### config.mk
export PLATFORM = sky130hd
export DESIGN_NAME = wwd_top
export DESIGN_NICKNAME = d
export VERILOG_FILES = /design/src/wwd_pkg.sv /design/src/wwd_top.sv /design/src/wwd_sync.sv /design/src/wwd_limits.sv
export SDC_FILE = /design/constraint.sdc
export NUM_CORES = 1
export LEC_CHECK = 0
export ABC_AREA = 1
export BUFFER_PORTS_ARGS = -buffer_cell sky130_fd_sc_hd__buf_2
export CAP_MARGIN = 20
export CORE_ASPECT_RATIO = 0.8
export CORE_MARGIN = 4
export CORE_UTILIZATION = 50
export DETAILED_ROUTE_END_ITERATION = 10
export HOLD_SLACK_MARGIN = 0.1
export PLACE_DENSITY = 0.8
export SLEW_MARGIN = 20
export SYNTH_ARGS = -nofsm -noshare
export SYNTH_HDL_FRONTEND = slang
export SYNTH_HIERARCHICAL = 1
export SYNTH_SLANG_ARGS = --single-unit
export TNS_END_PERCENT = 100
### constraint.sdc
create_clock -name clk_i -period 4.8 [get_ports clk_i]
set_input_delay 1.2 -clock clk_i [delete_from_list [all_inputs] [get_ports clk_i]]
set_output_delay 1.2 -clock clk_i [all_outputs]
set_load 0.005 [all_outputs]
### src/wwd_pkg.sv
package wwd_pkg;

  // ----------------------------------------
  // bus geometry
  // ----------------------------------------
  localparam int WWD_ADR_W = 34;
  localparam int WWD_DAT_W = 32;

  // register indices, byte address is four times the index
  localparam logic [31:0] WWD_IDX_HANG_CTRL = 32'h40020405;
  localparam logic [31:0] WWD_IDX_HANG_GUARD = 32'h40020406;
  localparam logic [31:0] WWD_IDX_SERVICE = 32'h40021001;
  localparam logic [31:0] WWD_IDX_RESET_CAUSE = 32'h40021002;

  // ----------------------------------------
  // values and keys
  // ----------------------------------------
  localparam logic [7:0] WWD_SERVICE_KEY = 8'hac;
  localparam logic [7:0] WWD_SERVICE_RD_RUN = 8'h9a;
  localparam logic [7:0] WWD_SERVICE_RD_STOP = 8'h1a;
  localparam logic [6:0] WWD_GUARD_KEY = 7'h78;
  localparam logic [7:0] WWD_HANG_CTRL_RST = 8'h00;
  localparam logic [7:0] WWD_HANG_GUARD_RST = 8'h00;
  localparam logic [2:0] WWD_HANG_OVF_SEL = 3'b010;

  // ----------------------------------------
  // option byte fields, reset cause flag bit
  // ----------------------------------------
  localparam int WWD_OPT_IRQ_BIT = 7;
  localparam int WWD_OPT_WIN_HI = 6;
  localparam int WWD_OPT_WIN_LO = 5;
  localparam int WWD_OPT_RUN_BIT = 4;
  localparam int WWD_OPT_OVF_HI = 3;
  localparam int WWD_OPT_OVF_LO = 1;
  localparam int WWD_OPT_SLEEP_BIT = 0;
  localparam int WWD_CAUSE_FLAG_BIT = 4;
  localparam logic [1:0] WWD_WIN_75 = 2'b10;

  // ----------------------------------------
  // counter
  // ----------------------------------------
  localparam int WWD_CNT_W = 17;
  localparam logic [16:0] WWD_CNT_ZERO = 17'h00000;
  localparam logic [16:0] WWD_CNT_ONE = 17'h00001;

  typedef logic [16:0] wwd_cnt_t;

  // overflow exponent per select code
  function automatic logic [4:0] wwd_ovf_exp(input logic [2:0] sel);
    logic [4:0] e;
    e = 5'd6;
    case (sel)
      3'b000: e = 5'd6;
      3'b001: e = 5'd7;
      3'b010: e = 5'd8;
      3'b011: e = 5'd9;
      3'b100: e = 5'd11;
      3'b101: e = 5'd13;
      3'b110: e = 5'd14;
      default: e = 5'd16;
    endcase
    return e;
  endfunction : wwd_ovf_exp

  typedef struct packed {
    logic irq_en;
    logic [1:0] window;
    logic run;
    logic [2:0] ovf_sel;
    logic sleep_run;
  } wwd_opt_s;

endpackage : wwd_pkg

### src/wwd_top.sv
`timescale 1ns/1ps
module wwd_top
  import wwd_pkg::*;
(
  // clock, reset, enable
  input wire logic clk_i,
  input wire logic rst_i,
  input wire logic ce_i,
  // wishbone slave
  input wire logic wb_cyc_i,
  input wire logic wb_stb_i,
  input wire logic wb_we_i,
  input wire logic [WWD_ADR_W-1:0] wb_adr_i,
  input wire logic [3:0] wb_sel_i,
  input wire logic [WWD_DAT_W-1:0] wb_dat_i,
  output logic [WWD_DAT_W-1:0] wb_dat_o,
  output logic wb_ack_o,
  // core side
  input wire logic bitop_i,
  input wire logic sleep_i,
  input wire logic lockup_i,
  input wire logic [7:0] option_i,
  // slow oscillator, raw pin
  input wire logic slow_osc_clock_i,
  // results
  output logic interval_interrupt_o,
  output logic wdt_reset_req_o,
  output logic watchdog_reset_flag_o
);

  // ----------------------------------------
  // state
  // ----------------------------------------
  typedef struct packed {
    logic opt_valid;
    wwd_opt_s opt;
    wwd_cnt_t cnt;
    logic running;
    logic first_done;
    logic irq_done;
    logic irq;
    logic hang_en;
    logic guard_en;
    logic hang_mode;
    logic sleep_q;
    logic rst_req;
    logic flag;
    logic ack;
    logic [WWD_DAT_W-1:0] rdata;
  } wwd_state_s;

  wwd_state_s q;
  wwd_state_s next_q;

  logic slow_tick;
  wwd_cnt_t ovf_cnt;
  wwd_cnt_t close_cnt;
  wwd_cnt_t irq_cnt;
  logic [2:0] eff_sel;

  // ----------------------------------------
  // slow clock edge detect
  // ----------------------------------------
  wwd_sync u_sync (
    .clk_i(clk_i),
    .rst_i(rst_i),
    .ce_i(ce_i),
    .async_i(slow_osc_clock_i),
    .rise_o(slow_tick)
  );

  assign eff_sel = q.hang_mode ? WWD_HANG_OVF_SEL : q.opt.ovf_sel;

  wwd_limits u_limits (
    .ovf_sel_i(eff_sel),
    .ovf_cnt_o(ovf_cnt),
    .close_cnt_o(close_cnt),
    .irq_cnt_o(irq_cnt)
  );

  // ----------------------------------------
  // register decode helpers
  // ----------------------------------------
  function automatic logic hit(input logic [WWD_ADR_W-1:0] adr, input logic [31:0] idx);
    return adr[WWD_ADR_W-1:2] == idx;
  endfunction : hit

  logic req;
  logic wr;
  logic wr_byte;
  logic [7:0] wbyte;
  logic win_open;
  logic halted;
  logic [7:0] cause_byte;

  always_comb begin
    req = wb_cyc_i & wb_stb_i & ~q.ack;
    wr = req & wb_we_i;
    wr_byte = wr & wb_sel_i[0];
    wbyte = wb_dat_i[7:0];
    // window open test
    win_open = 1'b1;
    if (q.opt.sleep_run && q.opt.window == WWD_WIN_75 && !q.hang_mode) begin
      win_open = q.cnt >= close_cnt;
    end
    halted = sleep_i & ~q.opt.sleep_run;
    cause_byte = 8'h00;
    cause_byte[WWD_CAUSE_FLAG_BIT] = q.flag;
  end

  // ----------------------------------------
  // next state
  // ----------------------------------------
  always_comb begin
    next_q = q;
    if (ce_i) begin
      next_q.irq = 1'b0;
      next_q.ack = req;
      next_q.sleep_q = sleep_i;

      // option byte capture at release
      if (!q.opt_valid) begin
        next_q.opt_valid = 1'b1;
        next_q.opt = option_i;
        next_q.running = option_i[WWD_OPT_RUN_BIT];
      end

      // counting
      if (q.running && !halted && slow_tick) begin
        if (q.cnt + WWD_CNT_ONE >= ovf_cnt) begin
          next_q.rst_req = 1'b1;
        end
        next_q.cnt = q.cnt + WWD_CNT_ONE;
        if (q.opt.irq_en && !q.irq_done && q.cnt + WWD_CNT_ONE == irq_cnt) begin
          next_q.irq = 1'b1;
          next_q.irq_done = 1'b1;
        end
      end

      // wake from sleep without sleep-run
      if (q.sleep_q && !sleep_i && !q.opt.sleep_run) begin
        next_q.cnt = WWD_CNT_ZERO;
        next_q.irq_done = 1'b0;
      end

      // lockup start
      if (lockup_i && q.hang_en && !q.hang_mode) begin
        next_q.hang_mode = 1'b1;
        next_q.running = 1'b1;
        next_q.cnt = WWD_CNT_ZERO;
      end

      // register reads
      next_q.rdata = '0;
      if (req && !wb_we_i) begin
        if (hit(wb_adr_i, WWD_IDX_SERVICE)) begin
          next_q.rdata[7:0] = q.opt.run ? WWD_SERVICE_RD_RUN : WWD_SERVICE_RD_STOP;
        end else if (hit(wb_adr_i, WWD_IDX_HANG_CTRL)) begin
          next_q.rdata[0] = q.hang_en;
        end else if (hit(wb_adr_i, WWD_IDX_HANG_GUARD)) begin
          next_q.rdata[0] = q.guard_en;
        end else if (hit(wb_adr_i, WWD_IDX_RESET_CAUSE)) begin
          next_q.rdata[7:0] = cause_byte;
        end
      end

      // register writes
      if (wr) begin
        if (hit(wb_adr_i, WWD_IDX_SERVICE)) begin
          if (bitop_i) begin
            next_q.rst_req = 1'b1;
          end else if (wr_byte && wbyte != WWD_SERVICE_KEY) begin
            next_q.rst_req = 1'b1;
          end else if (wr_byte && q.first_done && !win_open) begin
            next_q.rst_req = 1'b1;
          end else if (wr_byte) begin
            next_q.cnt = WWD_CNT_ZERO;
            next_q.first_done = 1'b1;
            next_q.irq_done = 1'b0;
          end
        end else if (hit(wb_adr_i, WWD_IDX_HANG_CTRL)) begin
          if (wr_byte && q.guard_en) begin
            next_q.hang_en = wbyte[0];
          end
        end else if (hit(wb_adr_i, WWD_IDX_HANG_GUARD)) begin
          if (wr_byte && wbyte[7:1] == WWD_GUARD_KEY) begin
            next_q.guard_en = wbyte[0];
          end
        end else if (hit(wb_adr_i, WWD_IDX_RESET_CAUSE)) begin
          if (wr_byte && wbyte[WWD_CAUSE_FLAG_BIT]) begin
            next_q.flag = 1'b0;
          end
        end
      end

      // a new reset request sets the flag, set wins over clear
      if (next_q.rst_req && !q.rst_req) begin
        next_q.flag = 1'b1;
      end
    end
  end

  always_ff @(posedge clk_i) begin
    if (rst_i) begin
      q <= '0;
      q.hang_en <= WWD_HANG_CTRL_RST[0];
      q.guard_en <= WWD_HANG_GUARD_RST[0];
    end else begin
      q <= next_q;
    end
  end

  // ----------------------------------------
  // outputs
  // ----------------------------------------
  assign wb_dat_o = q.rdata;
  assign wb_ack_o = q.ack;
  assign interval_interrupt_o = q.irq;
  assign wdt_reset_req_o = q.rst_req;
  assign watchdog_reset_flag_o = q.flag;

endmodule : wwd_top

### src/wwd_sync.sv
`timescale 1ns/1ps
module wwd_sync
  import wwd_pkg::*;
(
  // clock and control
  input wire logic clk_i,
  input wire logic rst_i,
  input wire logic ce_i,
  // async level in
  input wire logic async_i,
  // rising edge out
  output logic rise_o
);

  typedef struct packed {
    logic s1;
    logic s2;
    logic s3;
  } wwd_sync_s;

  wwd_sync_s q;
  wwd_sync_s next_q;

  always_comb begin
    next_q = q;
    if (ce_i) begin
      next_q.s1 = async_i;
      next_q.s2 = q.s1;
      next_q.s3 = q.s2;
    end
  end

  always_ff @(posedge clk_i) begin
    if (rst_i) begin
      q <= '0;
    end else begin
      q <= next_q;
    end
  end

  assign rise_o = q.s2 & ~q.s3;

endmodule : wwd_sync

### src/wwd_limits.sv
`timescale 1ns/1ps
module wwd_limits
  import wwd_pkg::*;
(
  // select
  input wire logic [2:0] ovf_sel_i,
  // thresholds
  output wwd_cnt_t ovf_cnt_o,
  output wwd_cnt_t close_cnt_o,
  output wwd_cnt_t irq_cnt_o
);

  logic [4:0] e;

  always_comb begin
    e = wwd_ovf_exp(ovf_sel_i);
    ovf_cnt_o = WWD_CNT_ONE << e;
    close_cnt_o = ovf_cnt_o >> 2;
    irq_cnt_o = ovf_cnt_o - close_cnt_o;
  end

endmodule : wwd_limits

==> results.json, run 1 <==
{
  "critPathRequiredTime_ns": 5.01,
  "status": "completed",
  "antennaDiodeCount": 0,
  "rows": 33,
  "synth-edff-count": 0,
  "path_class": "reg -> reg",
  "holdCritPathClass": "reg -> reg",
  "clockBufferDepth": 2,
  "hold_ws_ns": 0.459,
  "cts_buffers": 5,
  "grt_pass1_vias": 4759,
  "grt_pass1_wl_um": 21800,
  "cts_root_buf": "clkbuf_16",
  "postSynthAreaPerCell_um2": 5.63,
  "ys_ff_latch": 44,
  "avgRoutedWirePerCell_um": 11.6,
  "rsz0062_at_grt": "no",
  "cp.arrival_ns": 3.50,
  "ys_types": 34,
  "synth_area_mm2": 0.00534,
  "critPathLaunchType": "flop",
  "worstPathCellList": "nor2_1, nand2_2, nor2_1, inv_1, ha_1, nand2_1, inv_1, nand2_1, nand2_1, a21oi_1, nand2_1, nand2_1, nand2_1, nand2_1, nand4_1, a21oi_1",
  "core_area_mm2": 0.0103,
  "detailed_place_hpwl_um": 10900,
  "start_util": 0.517,
  "grt_antenna_before_repair": 0,
  "final_cell_area_mm2": 0.00573,
  "drive_gt1_frac": 0.0861,
  "cts_sinks": 44,
  "place_congestion": 0.927,
  "cts.repair.resized": 0,
  "synthFlopType": "dfxtp_1",
  "max_cap_viol_count": 0,
  "multi_input_area_mm2": 0.00357,
  "dpl_cell_area_mm2": 0.00557,
  "fmax_ghz": 0.304,
  "setup_viol": 0,
  "top_usage_layer": "met1",
  "cts_tree": "done",
  "final_util": 0.555,
  "timing.slew.headroom": 0.459,
  "grtUsageMet1": 0.327,
  "drt_iter0_markers": 434,
  "yosysWarnings": 6,
  "cp_max_fo": 16,
  "viasPerCell": 4.85,
  "post-route-period-util": 0.684,
  "tns_ns": 0,
  "grt_overflow_total": 0,
  "async_flop_share": 0,
  "totalWireLength_um": 13300,
  "clk_latency_ns": 0.29,
  "die_w_um": 124,
  "die_y_um": 100,
  "h-tree-depth": 2,
  "cp-end-kind": "flop",
  "pre_cts_slack_ns": 1.61,
  "fin_crit_ns": 3.28,
  "firstDrtPassIters": 5,
  "synth_top_cell_by_area": "nand2_1",
  "setup_ws_ns": 1.52,
  "vdd_drop_max_mv": 0.155,
  "areaGrowthSynthToFinish_pct": 7.26,
  "synth.area.top_cells": "nand2_1 20%, dfxtp_1 16%, inv_1 11%, ha_1 11%, nor2_1 9.3%",
  "leakage_nw": 3.02,
  "synth.top_cell.area_share": 0.195,
  "grt_max_degree": 31,
  "route.detailed.drc": 0,
  "worstMarginPinSlew_ns": 0.809,
  "nFillCells": 1100,
  "regArea_um2": 881,
  "ys_seq_area_frac": 0.165,
  "use_met2": 0.325,
  "netlist_instances": 949,
  "finalHoldViolCount": 0,
  "pin_count": 124,
  "slowest_delay_ns": 0.51,
  "cp_common_cell": "nand2_1",
  "postRouteAntennaNets": 0,
  "nets": 1145,
  "fin_skew_ns": 0.00296,
  "power.density_mw_per_mm2": 179,
  "use_met3": 0.0372,
  "cts_hold_buf": 0,
  "die_area_mm2": 0.0124,
  "vias": 5576,
  "io_buffers": 67,
  "maxSlewViolCount": 0,
  "cts.clk_slew.worst_paths_ns": 0.06,
  "grtUsageTotal": 0.216,
  "slowest_stage": "nor2_1",
  "cts_setup_buffers": 0
}
==> cells by family after synthesis <==
family,count (synthesis),synth area share
simple gates,524,0.410
buf+inv,234,0.208
fa+ha+maj,48,0.114
other cells,3,0.00211
flops,44,0.165
xor+xnor,8,0.0131
compound gates,88,0.0886
==> worst max-delay path, delay by kind of cell, from the launching register on <==
kind | cells | cell delay, ns
compound gates | 2 | 0.32
buf+inv | 2 | 0.16
fa+ha+maj | 1 | 0.29
flops | 1 | 0.34
simple gates | 11 | 2.10
==> synth_stat cells (2+ instances only) <==
| library cell | count |
|---|---|
| nand2_1 | 278 |
| inv_1 | 158 |
| nor2_1 | 132 |
| buf_4 | 61 |
| a21oi_1 | 55 |
| nand3_1 | 52 |
| ha_1 | 47 |
| dfxtp_1 | 44 |
| nand4_1 | 33 |
| o21ai_0 | 19 |
| clkbuf_1 | 10 |
| nor3_1 | 10 |
| o21bai_1 | 5 |
| xor2_1 | 5 |
| nor4_1 | 4 |
| conb_1 | 3 |
| nor2_2 | 3 |
| o211ai_1 | 3 |
| or2_2 | 3 |
| xnor2_1 | 3 |
| a211oi_1 | 2 |
| and2_1 | 2 |
| buf_1 | 2 |
| buf_2 | 2 |
| nand2_2 | 2 |
| nand3b_1 | 2 |
| nor2_4 | 2 |
==> report_power, final <==
part           switching [W]  leakage (nW)  internal [W]
Sequential        0.00000614         0.358      0.000375
Clock               0.000148        0.0691      0.000207
Combinational       0.000183          2.59      0.000104
Total               0.000337          3.02      0.000686
==> through the flow <==
| step | std cells | total power (W) |
|---|---|---|
| 2_1_floorplan | 1008 | 0.000625 |
| 3_3_place_gp | 1142 | 0.000661 |
| 3_5_place_dp | 1142 | 0.000666 |
| 4_1_cts | 1150 | 0.00102 |
| 5_1_grt | 1150 | 0.00109 |
| 6_report | 1150 | 0.00102 |
==> state kept, by name, indices dropped and copies added (netlist names) <==
register	count
wdt_reset_req_o	1
q	33
watchdog_reset_flag_o	1
wb_ack_o	1
u_sync/q	3
interval_interrupt_o	1
wb_dat_o	4
==> final cells by class <==
| class | count | area share |
|---|---|---|
| Clock buffer | 6 | 0.0242 |
| Multi-Input combinational cell | 730 | 0.623 |
| Clock inverter | 2 | 0.00262 |
| Inverter | 159 | 0.104 |
| Timing Repair Buffer | 69 | 0.0612 |
| Tap cell | 140 | 0.0306 |
| Sequential cell | 44 | 0.154 |
==> worst paths after layout <==
kind         start    end  slack, ns  depth (start not counted)
max          q[36]  q[43]       1.52                         16
min          q[41]  q[41]       0.46                          2
max reg2reg  q[36]  q[43]       1.52                         16
min reg2reg  q[41]  q[41]       0.46                          2
==> placed cells by master, fill, tap and decap left out, drive strengths merged, types with 3 or more instances in the layout <==
master	netlist	layout
inv	158	158
buf	65	69
nand2	280	280
o21ai	20	20
nor4	4	4
dfxtp	44	44
a21oi	55	55
conb	3	62
or2	4	4
xor2	5	5
o211ai	3	3
o21bai	5	5
nand3	52	52
nor3	10	10
clkbuf	10	6
nor2	137	137
ha	47	47
xnor2	3	3
nand4	33	33
==> metal layers <==
layer | vias to the layer above | part of all wire
met5 | - | 0
met4 | 0 | 0.0092
met3 | 13 | 0.072
met2 | 160 | 0.43
met1 | 2426 | 0.49
li1 | 2977 | -
(Power assumes the default switching activity.)
==> run 2: changes to the inputs <==
PLACE_DENSITY = 0.83   (was 0.8)
clock period = 2.9 ns   (was 4.8 ns; I/O delays follow)
==> run 2 against run 1 <==
- clock-buffer cell count fell by 1
- clock skew rose by 0.0055 ns
- worst hold slack improved by 0.0037 ns
- cell area rose by 4.9%
- sequential share of layout area fell by 0.62 points
- register-to-register slack got worse by 1.3 ns
- clock power rose by 88%
- fmax rose by 22%
- core utilization rose by 2.7 points
- non-clock buffer count rose by 20
- global-route usage rose by 0.35 points
- via count rose by 3.9%
==> results.json, run 2 (synthesis gave the netlist of run 1 again) <==
{
  "path_class": "reg -> reg",
  "power_w": 0.00182,
  "multi_input_area_mm2": 0.00366,
  "rows": 33,
  "post-route-period-util": 0.930,
  "final_common_cell": "nand2_1",
  "detailed_place_hpwl_um": 11300,
  "viasPerCell": 4.95,
  "pre_cts_slack_ns": 0.0621,
  "slowest_delay_ns": 0.35,
  "grt_pass1_wl_um": 22300,
  "avgRoutedWirePerCell_um": 11.9,
  "h-tree-depth": 2,
  "cts_buffers": 5,
  "route.detailed.drc": 0,
  "cts.repair.resized": 0,
  "maxSlewViolCount": 0,
  "finalHoldViolCount": 0,
  "power.density_mw_per_mm2": 302,
  "die_y_um": 100,
  "leakage_nw": 3.15,
  "vdd_drop_max_mv": 0.300,
  "cp_common_cell": "nand2_1",
  "slowest_stage": "dfxtp_1",
  "top_register": "q",
  "cts_root_buf": "clkbuf_16",
  "pin_count": 124,
  "cp-end-kind": "flop",
  "cp.arrival_ns": 2.89,
  "clockBufferDepth": 2,
  "antennaDiodeCount": 0,
  "vias": 5794,
  "grt_overflow_total": 0,
  "cp_max_fo": 5,
  "firstDrtPassIters": 6,
  "fin_skew_ns": 0.00842,
  "regArea_um2": 887,
  "cts_tree": "done",
  "worstPathCellList": "ha_1, nand2_2, nor2_1, nand2_2, nor2_1, nand2_1, nand2_1, inv_1, ha_1, nand2_1, nand2_1, nand3_1, nand2_1, a21oi_2, nand4_1, a21oi_1, nand2_1, nand3_1, nand2_1",
  "holdCritPathClass": "reg -> reg",
  "critPathLaunchType": "flop",
  "areaGrowthSynthToFinish_pct": 12.5,
  "route.met2.wl_um": 6160,
  "fmax_ghz": 0.371,
  "core_area_mm2": 0.0103,
  "setup_viol": 0,
  "status": "completed",
  "cts_sinks": 44,
  "io_buffers": 67,
  "start_util": 0.517,
  "totalWireLength_um": 13900,
  "fin_crit_ns": 2.70,
  "largest_reg_flops": 33,
  "drive_gt1_frac": 0.129,
  "cts_hold_buf": 0,
  "cpLargestDelayFamily": "simple AND/OR/NAND/NOR gates",
  "clk_latency_ns": 0.29,
  "cts.clk_slew.worst_paths_ns": 0.07,
  "timing.slew.headroom": 0.489,
  "max_cap_viol_count": 0,
  "die_area_mm2": 0.0124,
  "wl_met1_um": 6440,
  "die_w_um": 124,
  "critPathRequiredTime_ns": 3.09,
  "mostFrequentLayoutCells": "273 x nand2_1, 157 x inv_1, 119 x nor2_1",
  "place_congestion": 0.959,
  "final_cell_area_mm2": 0.00601,
  "drt_iter0_markers": 412,
  "postRouteAntennaNets": 0,
  "grt_antenna_before_repair": 0,
  "path_buf_inv": 1,
  "nFillCells": 1038,
  "cts_setup_buffers": 0,
  "top_layer": "met4",
  "setup_ws_ns": 0.204,
  "grt_pass1_vias": 5049,
  "grt_max_degree": 30,
  "dpl_cell_area_mm2": 0.00574,
  "met3_wirelength_um": 1010,
  "nets": 1165,
  "worstMarginPinSlew_ns": 0.764,
  "grtUsageTotal": 0.220
}
==> run 2: changes by cell type in the layout (fill, tap and decap cells not counted), sizes merged <==
cell | previous run | this run
buf | 69 | 89
bufinv | 0 | 1
clkbuf | 6 | 5
clkinv | 1 | 3
clkinvlp | 2 | 0
==> run 2: worst min-delay path, delay by kind of cell, from the launching register on <==
kind,cells,cell delay [ns]
AND/OR/NAND/NOR,1,0.06
AO/OA/AOI/OAI,1,0.05
flip-flops,1,0.31
==> run 2: area by class of cell <==
cell class | count | share of cell area
timing repair buffer | 89 | 0.0854
clock buffer | 5 | 0.0208
inverter | 159 | 0.0993
tap | 140 | 0.0291
clock inverter | 3 | 0.00791
multi-input combinational | 730 | 0.610
sequential | 44 | 0.148
==> run 2: through the flow <==
stage	setup TNS, ns	hold WS, ns	util	cells
after floorplan	0	0.430	-	1008
after global placement	0	0.446	0.556	1162
after detailed placement	0	0.453	0.556	1162
after CTS	0	0.463	0.572	1170
after global routing	-0.0305	0.483	0.582	1170
final	0	0.463	0.582	1170
==> run 2: path summary, 6_finish.rpt <==
kind / startpoint / to / slack, ns / depth (start not counted)
max: q[43] / watchdog_reset_flag_o / 0.20 / 19
min: wb_dat_o[7] / wb_dat_o[7] / 0.46 / 2
max reg2reg: q[43] / watchdog_reset_flag_o / 0.20 / 19
min reg2reg: wb_dat_o[7] / wb_dat_o[7] / 0.46 / 2
==> run 2: metal layers <==
layer  up-vias  global-route usage
met5         -                   0
met4         0              0.0502
met3        34              0.0299
met2       176               0.335
met1      2570               0.328
li1       3014                   -
==> run 2: power by group <==
group | leakage (nW) | switching (W) | internal [W]
Clock | 0.0840 | 0.000256 | 0.000410
Combinational | 2.71 | 0.000321 | 0.000201
Sequential | 0.360 | 0.0000100 | 0.000620
==> run 3: changes to the inputs <==
PLACE_DENSITY = 0.78   (was 0.83)
==> run 3 against run 2 <==
- critical path depth up 2
- sequential power about the same
- setup slack worse by 0.041 ns
- core utilization up 0.29 points
- register-to-register slack worse by 0.04 ns
- highest routed layer unchanged
- cell area up 0.50%
==> results.json, run 3 (synthesis gave the netlist of run 1 again) <==
{
  "vias": 5789,
  "cts_tree": "done",
  "vdd_drop_max_mv": 0.297,
  "detailed_place_hpwl_um": 11400,
  "regToRegEndpoint": "q[40]",
  "die_area_mm2": 0.0124,
  "max_cap_viol_count": 0,
  "leakage_nw": 3.18,
  "cts_setup_buffers": 0,
  "nets": 1170,
  "status": "completed",
  "top_register": "q",
  "grt_pass1_wl_um": 22900,
  "h-tree-depth": 2,
  "rows": 33,
  "min_to": "wb_dat_o[0]",
  "placed_cells": 1167,
  "cts.clk_slew.worst_paths_ns": 0.06,
  "cts_buffers": 5,
  "clockBufferDepth": 2,
  "setup_viol": 0,
  "mostFrequentLayoutCells": "274 x nand2_1, 157 x inv_1, 119 x nor2_1",
  "path_class": "reg -> reg",
  "finalHoldViolCount": 0,
  "cts_sinks": 44,
  "cts_root_buf": "clkbuf_16",
  "clk_latency_ns": 0.29,
  "grt_antenna_before_repair": 0,
  "areaGrowthSynthToFinish_pct": 13.1,
  "reg2reg_depth": 21,
  "grt_pass1_vias": 4967,
  "fin_cells": 1175,
  "pin_count": 124,
  "place_congestion": 0.958,
  "die_y_um": 100,
  "core_area_mm2": 0.0103,
  "nFillCells": 1079,
  "drt_iter0_markers": 524,
  "route.detailed.drc": 0,
  "post-route-period-util": 0.944,
  "grt_overflow_total": 0,
  "die_w_um": 124,
  "cts_hold_buf": 0,
  "start_util": 0.517,
  "firstDrtPassIters": 5,
  "cp-end-kind": "flop",
  "postRouteAntennaNets": 0,
  "totalWireLength_um": 13900,
  "cp_max_fo": 5,
  "avgRoutedWirePerCell_um": 11.9,
  "cp.arrival_ns": 2.96,
  "worstMarginPinSlew_ns": 0.802,
  "hold_path_depth": 2,
  "pre_cts_slack_ns": -0.0171,
  "grt_max_degree": 29,
  "maxSlewViolCount": 0,
  "setup_ws_ns": 0.163,
  "timing.slew.headroom": 0.464,
  "antennaDiodeCount": 0,
  "grtUsageTotal": 0.226,
  "power.density_mw_per_mm2": 302,
  "io_buffers": 67,
  "drive_gt1_frac": 0.134,
  "critPathLaunchType": "flop",
  "r2r_slack_ns": 0.16,
  "holdCritPathClass": "reg -> reg",
  "final_common_cell": "nand2_1",
  "fin_crit_ns": 2.74,
  "fmax_ghz": 0.365,
  "hold_start": "wb_dat_o[0]",
  "viasPerCell": 4.93,
  "largest_reg_flops": 33,
  "fin_skew_ns": 0.00334,
  "critPathRequiredTime_ns": 3.12,
  "r2r-start": "q[36]"
}
[run 3: worst max path at each step]
stage | startpoint | end | slack, ns | cells past startpoint
2_1_floorplan | q[36] | interval_interrupt_o | 0.43 | 21
3_3_place_gp | q[36] | interval_interrupt_o | 0.08 | 21
3_5_place_dp | q[36] | q[40] | -0.02 | 21
4_1_cts | q[36] | q[40] | 0.03 | 21
5_1_grt | q[36] | q[40] | -0.0006 | 20
6_report | q[36] | q[40] | 0.16 | 21
[run 3: worst max-delay path, stage by stage, from the launching register on]
cell and delay [ns]:
dfxtp_4 0.36, or2_4 0.26, inv_2 0.09, nand2_2 0.10
nor2_4 0.15, inv_1 0.06, ha_1 0.29, nand2_1 0.10
nor2_1 0.05, nand2_1 0.05, nand3_1 0.13, nand2_1 0.12
nand2_1 0.05, nand2_1 0.05, nand2_1 0.09, inv_1 0.07
nand3_1 0.07, nand2_1 0.07, nand3_1 0.12, nor2_2 0.15
nand2_2 0.11, a21oi_1 0.14
[run 3: area by class of cell]
class | count | area (um^2) | area share
multi-input combinational | 730 | 3650 | 0.604
tap | 140 | 175 | 0.0290
inverter | 159 | 597 | 0.0988
sequential | 44 | 891 | 0.148
timing repair buffer | 94 | 551 | 0.0912
clock buffer | 6 | 139 | 0.0230
clock inverter | 2 | 38.8 | 0.00642
[run 3: timing repair]
| item | 4_1_cts | 5_1_grt |
|---|---|---|
| hold endpoints to repair | 0 | 0 |
| setup endpoints to repair | 2 | 19 |
| resized for setup | 1 | 32 |
| pin swaps | 0 | 0 |
| gates cloned | 0 | 0 |
[run 3: per-layer routing]
metal / part of all wire / wire length (um) / GRT usage
met1: 0.48 / 6650 / 0.342
met3: 0.084 / 1170 / 0.0423
met2: 0.43 / 6010 / 0.340
met5: 0 / 0 / 0
met4: 0.0085 / 119 / 0.0315
[run 3: power by group]
part           switching (W)  total [W]  internal [W]
registers         0.00000975   0.000629      0.000620
logic               0.000317   0.000518      0.000201
clock network       0.000243   0.000675      0.000432
total               0.000570    0.00182       0.00125
[run 3: through the flow]
stage	hold WS [ns]	area (um^2)	TNS, ns	util	total power, W
after global placement	0.445	5770	0	0.559	0.00112
after global routing	0.489	6040	-0.000599	0.585	0.00194
final	0.469	6040	0	0.585	0.00182
after floorplan	0.430	5560	0	-	0.00104
after detailed placement	0.452	5770	-0.0339	0.559	0.00113
after CTS	0.461	5950	0	0.577	0.00180
